--- src/hdl/ddrm_pkg.sv ---
// constants, command codes and state encodings for the ddr module logic
// assumes a single 125 MHz core clock; all link pins are asynchronous to it
// Functional notes
// RL1 - command decoded from row strobe, column strobe, write enable and rank select
// RL2 - address and control sampled when true clock rises and complement falls
// RL3 - read data and strobe launched on true/complement clock crossings
// RL4 - clock enable high runs clock, buffers and drivers; low stops them
// RL5 - clock enable low: idle banks give precharge power-down or self refresh
// RL6 - power-down entry/exit and self-refresh entry synchronous; rest asynchronous
// RL7 - controller keeps clock enable high through every read and write
// RL8 - power-down keeps clock and enable buffers; self refresh keeps enable only
// RL9 - low rank select enables decoder; high rank select masks every command
// RL10 - bank select inputs name the bank for activate, read, write, precharge
// RL11 - activate carries row; read/write carry column and auto precharge bit
// RL12 - precharge closes named bank, or all banks with auto precharge bit high
// RL13 - mode load: address is opcode, bank select picks base or extended
// RL14 - read strobe edge-aligned with data; write strobe centred by controller
// RL15 - low write mask stores byte, high blocks it, no effect on reads
// RL16 - two data words per clock from one double-width internal transfer
// RL17 - strobe driven by memory only in reads, by controller only in writes
// RL18 - controller selects only the intended rank, holds the other high
package ddrm_pkg;
  localparam int DATA_W = 16;
  localparam int MASK_W = 2;
  localparam int BYTE_W = 8;
  localparam int ADDR_W = 13;
  localparam int BANK_W = 2;
  localparam int RANKS = 2;
  localparam int BANKS = 4;
  localparam int OPEN_W = RANKS * BANKS;
  localparam int COL_W = 2;
  localparam int IDX_W = 1 + BANK_W + COL_W;
  localparam int MEM_N = 1 << IDX_W;
  localparam int PAIR_W = 2 * DATA_W;
  localparam int PMASK_W = 2 * MASK_W;
  localparam int FIFO_W = IDX_W + PMASK_W + PAIR_W;
  localparam int FIFO_DEPTH = 8;
  localparam int SYNC_W = 9 + RANKS + ADDR_W + 1 + DATA_W + MASK_W;
  localparam int AP_BIT = 10;
  localparam int RD_LAT_W = 3;
  // read latency in link clock cycles; plain default
  localparam logic [RD_LAT_W-1:0] READ_LATENCY = 3'h3;
  // command code {row strobe, column strobe, write enable}, all active low
  localparam logic [2:0] CMD_LMR = 3'h0;
  localparam logic [2:0] CMD_REF = 3'h1;
  localparam logic [2:0] CMD_PRE = 3'h2;
  localparam logic [2:0] CMD_ACT = 3'h3;
  localparam logic [2:0] CMD_WR = 3'h4;
  localparam logic [2:0] CMD_RD = 3'h5;
  localparam logic [BANK_W-1:0] MODE_SEL_BASE = 2'h0;
  localparam logic [BANK_W-1:0] MODE_SEL_EXT = 2'h1;
  typedef enum logic [3:0] {
    PWR_ON = 4'h1,
    PWR_PPD = 4'h2,
    PWR_APD = 4'h4,
    PWR_SREF = 4'h8
  } ddrm_pwr_t;
  typedef enum logic [2:0] {
    RD_IDLE = 3'h1,
    RD_WAIT = 3'h2,
    RD_BURST = 3'h4
  } ddrm_rd_t;
endpackage

--- src/hdl/ddrm_stream_if.sv ---
// valid/ready word stream between the capture logic, fifo and array
// assumes both ends on the core clock
interface ddrm_stream_if #(parameter int W = 8);
  logic valid;
  logic ready;
  logic [W-1:0] data;
  modport src(output valid, output data, input ready);
  modport snk(input valid, input data, output ready);
endinterface

--- src/hdl/ddrm_core.sv ---
// ddr module command, clock-enable and strobe/mask logic, two ranks
// assumes link pins asynchronous to mclk_i; link clock far slower than it
module ddrm_core
  import ddrm_pkg::*;
(
  // core clock and reset
  input wire logic mclk_i,
  input wire logic rst_n_i,
  // link clock and command pins
  input wire logic true_clock_i,
  input wire logic complement_clock_i,
  input wire logic [RANKS-1:0] clock_enable_i,
  input wire logic rank_select_zero_n_i,
  input wire logic rank_select_one_n_i,
  input wire logic row_strobe_n_i,
  input wire logic col_strobe_n_i,
  input wire logic write_enable_n_i,
  input wire logic bank_select_low_i,
  input wire logic bank_select_high_i,
  input wire logic [ADDR_W-1:0] address_bus_i,
  // data, strobe and mask pins
  input wire logic [DATA_W-1:0] dq_i,
  output logic [DATA_W-1:0] dq_o,
  output logic dq_oe_o,
  input wire logic data_strobe_i,
  output logic data_strobe_o,
  output logic data_strobe_oe_o,
  input wire logic [MASK_W-1:0] write_byte_mask_i,
  // status
  output logic [ADDR_W-1:0] mode_reg_o,
  output logic [ADDR_W-1:0] ext_mode_reg_o,
  output logic [OPEN_W-1:0] bank_open_o,
  output logic [RANKS*4-1:0] power_state_o,
  output logic wr_ready_o
);
  typedef struct packed {
    logic link_hi;
    logic dqs_q;
    ddrm_pwr_t [RANKS-1:0] pwr;
    logic [OPEN_W-1:0] bank_open;
    logic [ADDR_W-1:0] mode_reg;
    logic [ADDR_W-1:0] ext_mode;
    ddrm_rd_t rd_st;
    logic [RD_LAT_W-1:0] rd_cnt;
    logic [IDX_W-1:0] rd_idx;
    logic rd_rank;
    logic [DATA_W-1:0] dq;
    logic dq_oe;
    logic dqs;
    logic dqs_oe;
    logic wr_pend;
    logic wr_lo_ok;
    logic [IDX_W-1:0] wr_idx;
    logic wr_rank;
    logic [DATA_W-1:0] wr_lo;
    logic [MASK_W-1:0] wr_lo_mask;
    logic push_valid;
    logic [FIFO_W-1:0] push_data;
    logic wr_ready;
    logic [MEM_N-1:0][PAIR_W-1:0] mem;
  } ddrm_state_t;
  ddrm_state_t s;
  ddrm_state_t next_s;

  // synchronised pins
  logic [SYNC_W-1:0] raw;
  logic [SYNC_W-1:0] syn;
  logic tck_s;
  logic cck_s;
  logic [RANKS-1:0] cke_s;
  logic rs1_n_s;
  logic rs0_n_s;
  logic ras_n_s;
  logic cas_n_s;
  logic we_n_s;
  logic bah_s;
  logic bal_s;
  logic [ADDR_W-1:0] addr_s;
  logic dqs_s;
  logic [DATA_W-1:0] dq_s;
  logic [MASK_W-1:0] mask_s;
  // decode helpers
  logic rise;
  logic fall;
  logic dqs_rise;
  logic dqs_fall;
  logic [2:0] cmd;
  logic [BANK_W-1:0] ba;
  logic [RANKS-1:0] sel;
  logic ap;
  logic [RANKS-1:0] act_go;
  logic [RANKS-1:0] pre_go;
  logic rd_go;
  logic lmr_go;
  logic [IDX_W-1:0] pop_idx;
  logic [PMASK_W-1:0] pop_mask;
  logic [PAIR_W-1:0] pop_data;
  logic [BANKS-1:0] open0;

  ddrm_stream_if #(.W(FIFO_W)) wr_if();
  ddrm_stream_if #(.W(FIFO_W)) mem_if();

  // every pin passes two flops before any decode looks at it
  assign raw = {true_clock_i, complement_clock_i, clock_enable_i,
                rank_select_one_n_i, rank_select_zero_n_i, row_strobe_n_i,
                col_strobe_n_i, write_enable_n_i, bank_select_high_i,
                bank_select_low_i, address_bus_i, data_strobe_i, dq_i,
                write_byte_mask_i};
  assign {tck_s, cck_s, cke_s, rs1_n_s, rs0_n_s, ras_n_s, cas_n_s, we_n_s,
          bah_s, bal_s, addr_s, dqs_s, dq_s, mask_s} = syn;

  ddrm_sync #(.W(SYNC_W)) u_sync (
    .mclk_i(mclk_i),
    .rst_n_i(rst_n_i),
    .d_i(raw),
    .q_o(syn)
  );

  // write pairs wait here until the array is free and clocks run
  ddrm_fifo #(.WIDTH(FIFO_W), .DEPTH(FIFO_DEPTH)) u_wr_fifo (
    .mclk_i(mclk_i),
    .rst_n_i(rst_n_i),
    .in_if(wr_if),
    .out_if(mem_if)
  );

  assign wr_if.valid = s.push_valid;
  assign wr_if.data = s.push_data;
  // array port belongs to reads; drain stops while any clock enable is low
  assign mem_if.ready = (&cke_s) && (s.rd_st == RD_IDLE);
  assign {pop_idx, pop_mask, pop_data} = mem_if.data;
  assign open0 = s.bank_open[BANKS-1:0];

  // next state: link edges, command decode, power, read and write paths
  always_comb begin
    next_s = s;
    // crossing seen only once both halves of the pair agree
    rise = tck_s & ~cck_s & ~s.link_hi; // RL2
    fall = ~tck_s & cck_s & s.link_hi;
    dqs_rise = dqs_s & ~s.dqs_q;
    dqs_fall = ~dqs_s & s.dqs_q;
    cmd = {ras_n_s, cas_n_s, we_n_s}; // RL1
    ba = {bah_s, bal_s}; // RL10
    sel = {~rs1_n_s, ~rs0_n_s}; // RL9
    ap = addr_s[AP_BIT];
    act_go = '0;
    pre_go = '0;
    rd_go = 1'b0;
    lmr_go = 1'b0;
    if (rise) begin
      next_s.link_hi = 1'b1;
    end else if (fall) begin
      next_s.link_hi = 1'b0;
    end
    next_s.dqs_q = dqs_s;
    next_s.wr_ready = wr_if.ready;
    if (wr_if.valid && wr_if.ready) begin
      next_s.push_valid = 1'b0;
    end

    // per-rank power state and command decoder
    for (int r = 0; r < RANKS; r++) begin
      case (s.pwr[r])
        PWR_ON: begin
          if (rise && !cke_s[r]) begin
            if (sel[r] && cmd == CMD_REF) begin
              next_s.pwr[r] = PWR_SREF; // RL5
            end else if (|s.bank_open[r*BANKS +: BANKS]) begin
              next_s.pwr[r] = PWR_APD; // RL5
            end else begin
              next_s.pwr[r] = PWR_PPD; // RL5
            end
          end else if (rise && sel[r]) begin
            case (cmd) // RL1
              CMD_ACT: begin
                act_go[r] = 1'b1;
                next_s.bank_open[r*BANKS + int'(ba)] = 1'b1; // RL10
              end
              CMD_PRE: begin
                pre_go[r] = 1'b1;
                if (ap) begin
                  next_s.bank_open[r*BANKS +: BANKS] = '0; // RL12
                end else begin
                  next_s.bank_open[r*BANKS + int'(ba)] = 1'b0; // RL12
                end
              end
              CMD_RD: begin
                // one read in flight; a second during a burst is dropped
                if (s.bank_open[r*BANKS + int'(ba)] && s.rd_st == RD_IDLE) begin
                  rd_go = 1'b1;
                  next_s.rd_st = RD_WAIT;
                  next_s.rd_cnt = READ_LATENCY - 1'b1;
                  next_s.rd_idx = {1'(r), ba, addr_s[COL_W-1:0]}; // RL11
                  next_s.rd_rank = 1'(r);
                  if (ap) begin
                    next_s.bank_open[r*BANKS + int'(ba)] = 1'b0; // RL11
                  end
                end
              end
              CMD_WR: begin
                // refused while the fifo cannot take another pair
                if (s.bank_open[r*BANKS + int'(ba)] && !s.wr_pend &&
                    !s.push_valid && s.wr_ready) begin
                  next_s.wr_pend = 1'b1;
                  next_s.wr_lo_ok = 1'b0;
                  next_s.wr_idx = {1'(r), ba, addr_s[COL_W-1:0]}; // RL11
                  next_s.wr_rank = 1'(r);
                  if (ap) begin
                    next_s.bank_open[r*BANKS + int'(ba)] = 1'b0; // RL11
                  end
                end
              end
              CMD_LMR: begin
                lmr_go = 1'b1;
                if (ba == MODE_SEL_BASE) begin
                  next_s.mode_reg = addr_s; // RL13
                end else if (ba == MODE_SEL_EXT) begin
                  next_s.ext_mode = addr_s; // RL13
                end
              end
              default: begin
              end
            endcase
          end
        end
        // commands ignored; only a clocked enable wakes the rank
        PWR_PPD, PWR_APD: begin
          if (rise && cke_s[r]) begin
            next_s.pwr[r] = PWR_ON; // RL6 RL8
          end
        end
        // link clock ignored; enable alone brings the rank back
        PWR_SREF: begin
          if (cke_s[r]) begin
            next_s.pwr[r] = PWR_ON; // RL6 RL8
          end
        end
        default: begin
          next_s.pwr[r] = PWR_ON;
        end
      endcase
    end

    // read launch: low word and strobe high on the rise, high word on fall
    case (s.rd_st)
      RD_WAIT: begin
        if (rise) begin
          if (s.rd_cnt == '0) begin
            next_s.rd_st = RD_BURST;
            next_s.dq = s.mem[s.rd_idx][DATA_W-1:0]; // RL3 RL16
            next_s.dqs = 1'b1; // RL14
            next_s.dq_oe = 1'b1;
            next_s.dqs_oe = 1'b1; // RL17
          end else begin
            next_s.rd_cnt = s.rd_cnt - 1'b1;
          end
        end
      end
      RD_BURST: begin
        if (fall) begin
          next_s.dq = s.mem[s.rd_idx][PAIR_W-1:DATA_W]; // RL3 RL16
          next_s.dqs = 1'b0; // RL14
        end else if (rise) begin
          next_s.dq_oe = 1'b0;
          next_s.dqs_oe = 1'b0; // RL17
          next_s.rd_st = RD_IDLE;
        end
      end
      RD_IDLE: begin
      end
      default: begin
        next_s.rd_st = RD_IDLE;
      end
    endcase
    // enable low drops the drivers at once, with no link edge needed
    // only a read in flight is aborted; an idle path must not kill a new one
    if (s.rd_st != RD_IDLE && !cke_s[s.rd_rank]) begin
      next_s.dq_oe = 1'b0; // RL4 RL6 RL7
      next_s.dqs_oe = 1'b0;
      next_s.rd_st = RD_IDLE;
    end

    // write capture on strobe edges; input buffers follow the enable
    if (s.wr_pend && cke_s[s.wr_rank]) begin // RL4 RL7
      if (dqs_rise) begin
        next_s.wr_lo = dq_s;
        next_s.wr_lo_mask = mask_s;
        next_s.wr_lo_ok = 1'b1;
      end else if (dqs_fall && s.wr_lo_ok) begin
        next_s.push_valid = 1'b1; // RL16
        next_s.push_data = {s.wr_idx, mask_s, s.wr_lo_mask, dq_s, s.wr_lo};
        next_s.wr_pend = 1'b0;
        next_s.wr_lo_ok = 1'b0;
      end
    end

    // array write, byte by byte under the mask
    if (mem_if.valid && mem_if.ready) begin
      for (int b = 0; b < PMASK_W; b++) begin
        if (!pop_mask[b]) begin // RL15
          next_s.mem[pop_idx][b*BYTE_W +: BYTE_W] =
            pop_data[b*BYTE_W +: BYTE_W];
        end
      end
    end
  end

  // one register for all state; enums reset to their idle codes
  always_ff @(posedge mclk_i or negedge rst_n_i) begin
    if (!rst_n_i) begin
      s <= '0;
      s.pwr <= {RANKS{PWR_ON}};
      s.rd_st <= RD_IDLE;
    end else begin
      s <= next_s;
    end
  end

  // outputs straight from state flops
  assign dq_o = s.dq;
  assign dq_oe_o = s.dq_oe;
  assign data_strobe_o = s.dqs;
  assign data_strobe_oe_o = s.dqs_oe;
  assign mode_reg_o = s.mode_reg;
  assign ext_mode_reg_o = s.ext_mode;
  assign bank_open_o = s.bank_open;
  assign power_state_o = s.pwr;
  assign wr_ready_o = s.wr_ready;
endmodule

--- src/hdl/ddrm_fifo.sv ---
// flip-flop fifo with valid/ready on both sides
// assumes one clock; full and empty follow the occupancy count
module ddrm_fifo #(
  parameter int WIDTH = 8,
  parameter int DEPTH = 8
) (
  // clock and reset
  input wire logic mclk_i,
  input wire logic rst_n_i,
  // fill and drain sides
  ddrm_stream_if.snk in_if,
  ddrm_stream_if.src out_if
);
  localparam int PW = $clog2(DEPTH);
  localparam int CW = $clog2(DEPTH + 1);
  localparam logic [PW-1:0] LAST = PW'(DEPTH - 1);
  localparam logic [CW-1:0] FULL = CW'(DEPTH);
  typedef struct packed {
    logic [DEPTH-1:0][WIDTH-1:0] mem;
    logic [PW-1:0] wp;
    logic [PW-1:0] rp;
    logic [CW-1:0] cnt;
  } ddrm_fifo_t;
  ddrm_fifo_t s;
  ddrm_fifo_t next_s;
  logic push;
  logic pop;

  // honest flags straight from the count
  assign in_if.ready = (s.cnt != FULL);
  assign out_if.valid = (s.cnt != '0);
  assign out_if.data = s.mem[s.rp];

  // pointer wrap by compare so depth need not be a power of two
  always_comb begin
    next_s = s;
    push = in_if.valid & in_if.ready;
    pop = out_if.valid & out_if.ready;
    if (push) begin
      next_s.mem[s.wp] = in_if.data;
      next_s.wp = (s.wp == LAST) ? '0 : s.wp + 1'b1;
    end
    if (pop) begin
      next_s.rp = (s.rp == LAST) ? '0 : s.rp + 1'b1;
    end
    if (push && !pop) begin
      next_s.cnt = s.cnt + 1'b1;
    end else if (pop && !push) begin
      next_s.cnt = s.cnt - 1'b1;
    end
  end

  always_ff @(posedge mclk_i or negedge rst_n_i) begin
    if (!rst_n_i) begin
      s <= '0;
    end else begin
      s <= next_s;
    end
  end
endmodule

--- src/hdl/ddrm_sync.sv ---
// two flip-flop synchroniser for a bundle of asynchronous pins
// assumes each bit is sampled on its own; no bus coherency is promised
module ddrm_sync #(parameter int W = 1) (
  // clock and reset
  input wire logic mclk_i,
  input wire logic rst_n_i,
  // pins in, synchronised out
  input wire logic [W-1:0] d_i,
  output logic [W-1:0] q_o
);
  typedef struct packed {
    logic [W-1:0] meta;
    logic [W-1:0] q;
  } ddrm_sync_t;
  ddrm_sync_t s;
  ddrm_sync_t next_s;

  // first stage feeds only the second
  always_comb begin
    next_s.meta = d_i;
    next_s.q = s.meta;
  end

  always_ff @(posedge mclk_i or negedge rst_n_i) begin
    if (!rst_n_i) begin
      s <= '0;
    end else begin
      s <= next_s;
    end
  end

  assign q_o = s.q;
endmodule
--- config.mk ---
export PLATFORM = sky130hd
export DESIGN_NAME = ddrm_core
export DESIGN_NICKNAME = d
export VERILOG_FILES = /design/src/hdl/ddrm_pkg.sv /design/src/hdl/ddrm_stream_if.sv /design/src/hdl/ddrm_core.sv /design/src/hdl/ddrm_fifo.sv /design/src/hdl/ddrm_sync.sv
export SDC_FILE = /design/constraint.sdc
export NUM_CORES = 2
export LEC_CHECK = 0
export ABC_AREA = 1
export ABC_CLOCK_PERIOD_IN_PS = 2400
export BUFFER_PORTS_ARGS = -buffer_cell sky130_fd_sc_hd__buf_2
export CAP_MARGIN = 15
export CORE_MARGIN = 2
export CORE_UTILIZATION = 40
export DETAILED_ROUTE_END_ITERATION = 6
export SLEW_MARGIN = 20
export SYNTH_ARGS = -nofsm -noshare
export SYNTH_HDL_FRONTEND = slang
export SYNTH_SLANG_ARGS = --single-unit
--- constraint.sdc ---
create_clock -name mclk_i -period 2.4 [get_ports mclk_i]
set_input_delay 0.6 -clock mclk_i [delete_from_list [all_inputs] [get_ports mclk_i]]
set_output_delay 0.6 -clock mclk_i [all_outputs]
set_load 0.02 [all_outputs]
==> results.md <==
• **result of the run** finished with violations
• **violated checks** design-rule violations, negative setup slack
• **HP Class** in -> async
• **dominant cells by area after synthesis** sky130_fd_sc_hd__dfrtp_1 (52%), sky130_fd_sc_hd__nand2_1 (19%), sky130_fd_sc_hd__nand4_1 (8.5%), sky130_fd_sc_hd__nand3_1 (5.8%), sky130_fd_sc_hd__o21ai_0 (3.9%)
• **Fill cells** 18300
• **max cap viols** 0
• **global-route usage over all layers** 0.257
• **chip height** 443 um
• **clk sink count** 1591
• **count of final setup violators** 168
• **Crit path largest cell delay** 0.57 ns
• **power density relative to cell area** 1040 nW/um2
• **Layout Cell Area excl Fill** 93300 um2
• **leakage power of the design** 0.0459 uW
• **Worst setup SP type** register
• **area of the mapped netlist** 77000 um2
• **most frequently used cell type in the post-synthesis netlist** sky130_fd_sc_hd__nand2_1
• **most used cell, CP** sky130_fd_sc_hd__buf_12
• **post-synthesis sequential area ratio** 0.517
• **post-route minimum period** 2.47 ns
• **vias in the first global route** 68400
• **Worst Tran Pin Value** 0.716 ns
• **routed via count** 71700
• **Core Region** 192000 um2
• **Core Rows** 161
• **net count after synthesis** 9787
• **critical path arrival** 3.23 ns
• **Synth top area share** 0.516
• **number of port buffers** 106
• **Worst VDD drop** 0.716 mV
• **post-route fraction of the period consumed by the critical path** 1.03
• **flip-flop and latch count after synthesis** 1591
• **nets** 10100
• **fin. max-slew vios** 0
• **clock insertion delay at the later pin of the skew report** 0.83 ns
• **layout cell share with drive strength beyond 1** 0.140
• **Hold Worst Slack** 0.287 ns
• **number of hold-slack violations in the final timing report** 0
• **Die ar.** 196000 um2
• **Req. time, crit path** 3.17 ns
• **aggregate negative setup slack** -3.52 ns
• **worst setup margin** -0.0656 ns
• **count of different cell masters after synthesis** 48
• **top post-synthesis cells by count** sky130_fd_sc_hd__nand2_1 (3894), sky130_fd_sc_hd__dfrtp_1 (1588), sky130_fd_sc_hd__nand4_1 (1042)
• **cell with the largest stage delay on the worst path** sky130_fd_sc_hd__dfrtp_4
• **drc violations** 3
• **cell type with the largest total area after synthesis** sky130_fd_sc_hd__dfrtp_1
• **cells traversed along the worst timing path** clkbuf_16, nor2_1, nor2_1, o21ai_1, nand2_1, nand2_2, nand2_4, inv_4, nand2_4, nor2_4, buf_6, buf_12, clkbuf_16, buf_12, buf_12, nand4_1, nand2_1
• **unrepaired setup endpoints after global routing** yes
• **sum of overflow across all layers after global routing** 0
• **critical path class** reg -> reg
• **Routed wire per std cell** 20.8 um
• **WL final** 264000 um
• **share of flip-flops with an asynchronous set or reset after synthesis** 1.00
• **number of CTS-inserted buffers** 172
• **Horiz. Die Dim** 443 um
• **Post-synth top flop** sky130_fd_sc_hd__dfrtp_1
• **Area growth syn-to-layout** 21.2%
• **Via-to-Cell Ratio** 5.66
• **htree depth** 4
• **worst setup timing slack at the placement stage** -0.0973 ns
• **global-route wire length before repair** 402000 um
• **starting density of the core** 0.401
• **relative slew slack** 0.523
• **f_max** 406 MHz
• **I/O pin count** 107
• **clock input transition at the sequential cells of the worst setup and hold paths** 0.06 ns
• **HPWL after detailed placement** 160000 um
• **First DRT Iteration DRCs** 8377
• **average cell area after synthesis** 7.91 um2
• **CTS tree** built
• **initial antenna violation count** 2
• **Register-to-Register Setup Slack** -0.07 ns
• **detailed-routing iteration count for the pre-antenna-repair pass** 7
• **number of antenna repair diodes** 0
• **final worst clock skew** 0.0431 ns
• **placed instance area** 84500 um2
• **total number of yosys warnings** 0
• **largest net degree at the start of global routing** 112
• **cells after synthesis** 9732
• **Worst Setup End Kind** register
• **maximum buffer depth of the clock tree** 3
• **weighted congestion at the end of routability-driven global placement** 0.875
• **residual antenna-violating net count after detailed routing** 0
• **Post-synth EDFFs** 0
• **CTS Root Buffer Type** sky130_fd_sc_hd__clkbuf_16
• **maximum net fanout on the critical path** 6
-- state kept, by name, summed over array words and instances (netlist names), 13 cells and up --
| name | cells |
|---|---|
| dq_o | 16 |
| ext_mode_reg_o | 13 |
| mode_reg_o | 13 |
| s | 1064 |
| u_sync.next_s | 43 |
| u_sync.q_o | 43 |
| u_wr_fifo.s | 338 |
| wr_if.data | 41 |
-- metrics by stage --
stage	power [uW]	utilization	cells
6_report	97400	0.486	12700
5_1_grt	101000	0.486	12700
4_1_cts	92300	0.475	12600
3_5_place_dp	63600	0.440	12200
3_3_place_gp	63300	0.440	12200
2_1_floorplan	46600	-	9732
-- critical path, delay by kind of cell, from the launching register on --
family / cells / cell delay [ns]
buf+inv: 7 / 1.00
flops: 1 / 0.57
compound gates: 1 / 0.07
simple gates: 9 / 0.74
-- what timing repair did --
action,4_1_cts,5_1_grt
buffers inserted,14,40
hold buffers,44,0
pin swaps,4,23
endpoints found under the setup margin,695,1041
gates resized for setup,21,221
hold endpoints to repair,142,0
cloned,3,22
-- cell usage in the layout (no fill, tap or decap), drive strengths merged, types with 4 or more instances in the layout --
master,instances
o21ai,628
nor3,10
o221a,4
ha,9
o22ai,57
nand2,3900
buf,919
nor2,350
nand4,1042
o211ai,28
inv,187
dfrtp,1588
dlygate4sd3,44
a21oi,43
bufinv,12
clkinv,36
clkbuf,290
nand3,953
a31oi,15
a22o,7
-- cell families after synthesis --
family	Yosys count	share of synthesized area
AOI/OAI and AO/OA	789	0.0548
xor gates and xnor gates	4	0.000455
adders and majority gates	10	0.00172
buffers and inverters	1077	0.0645
DFF	1591	0.517
muxes	1	0.000146
and+or+nand+nor	6260	0.361
-- routing by layer --
| layer | GRT usage | up-vias | wire (um) |
|---|---|---|---|
| li1 | - | 33100 | - |
| met1 | 0.361 | 35100 | 114000 |
| met2 | 0.403 | 2995 | 120000 |
| met3 | 0.0432 | 467 | 21800 |
| met4 | 0.0839 | 0 | 8050 |
| met5 | 0 | - | 0 |
-- power breakdown --
part	total, uW	switching [uW]	internal (uW)
registers	28700	725	28000
clock network	27900	11500	16400
logic	40700	26800	13900
-- final cells by class --
cell class	count	area (um2)	share of cell area
flip-flops and latches	1591	39800	0.427
clock inverters	52	696	0.00746
clock buffers	268	5270	0.0565
repair buffers	986	10600	0.113
multi-input cells	7064	33000	0.353
inverters	186	758	0.00813
well taps	2526	3160	0.0339
-- path summary, 6_finish.rpt --
path | start | to | depth (start not counted)
worst min-delay path | rst_n_i | s[483]$_DFFE_PN0P_ | 2
max in group asynchronous | rst_n_i | s[360]$_DFFE_PN0P_ | 4
min in group mclk_i | u_sync.next_s[2]$_DFF_PN0_ | u_sync.q_o[2]$_DFF_PN0_ | 0
worst min register to register | u_sync.next_s[2]$_DFF_PN0_ | u_sync.q_o[2]$_DFF_PN0_ | 0
worst max-delay path | u_wr_fifo.s[4]$_DFFE_PN0P_ | s[253]$_DFFE_PN0P_ | 17
worst max register to register | u_wr_fifo.s[4]$_DFFE_PN0P_ | s[253]$_DFFE_PN0P_ | 17
No activity file was read; power rests on OpenSTA's default activity.
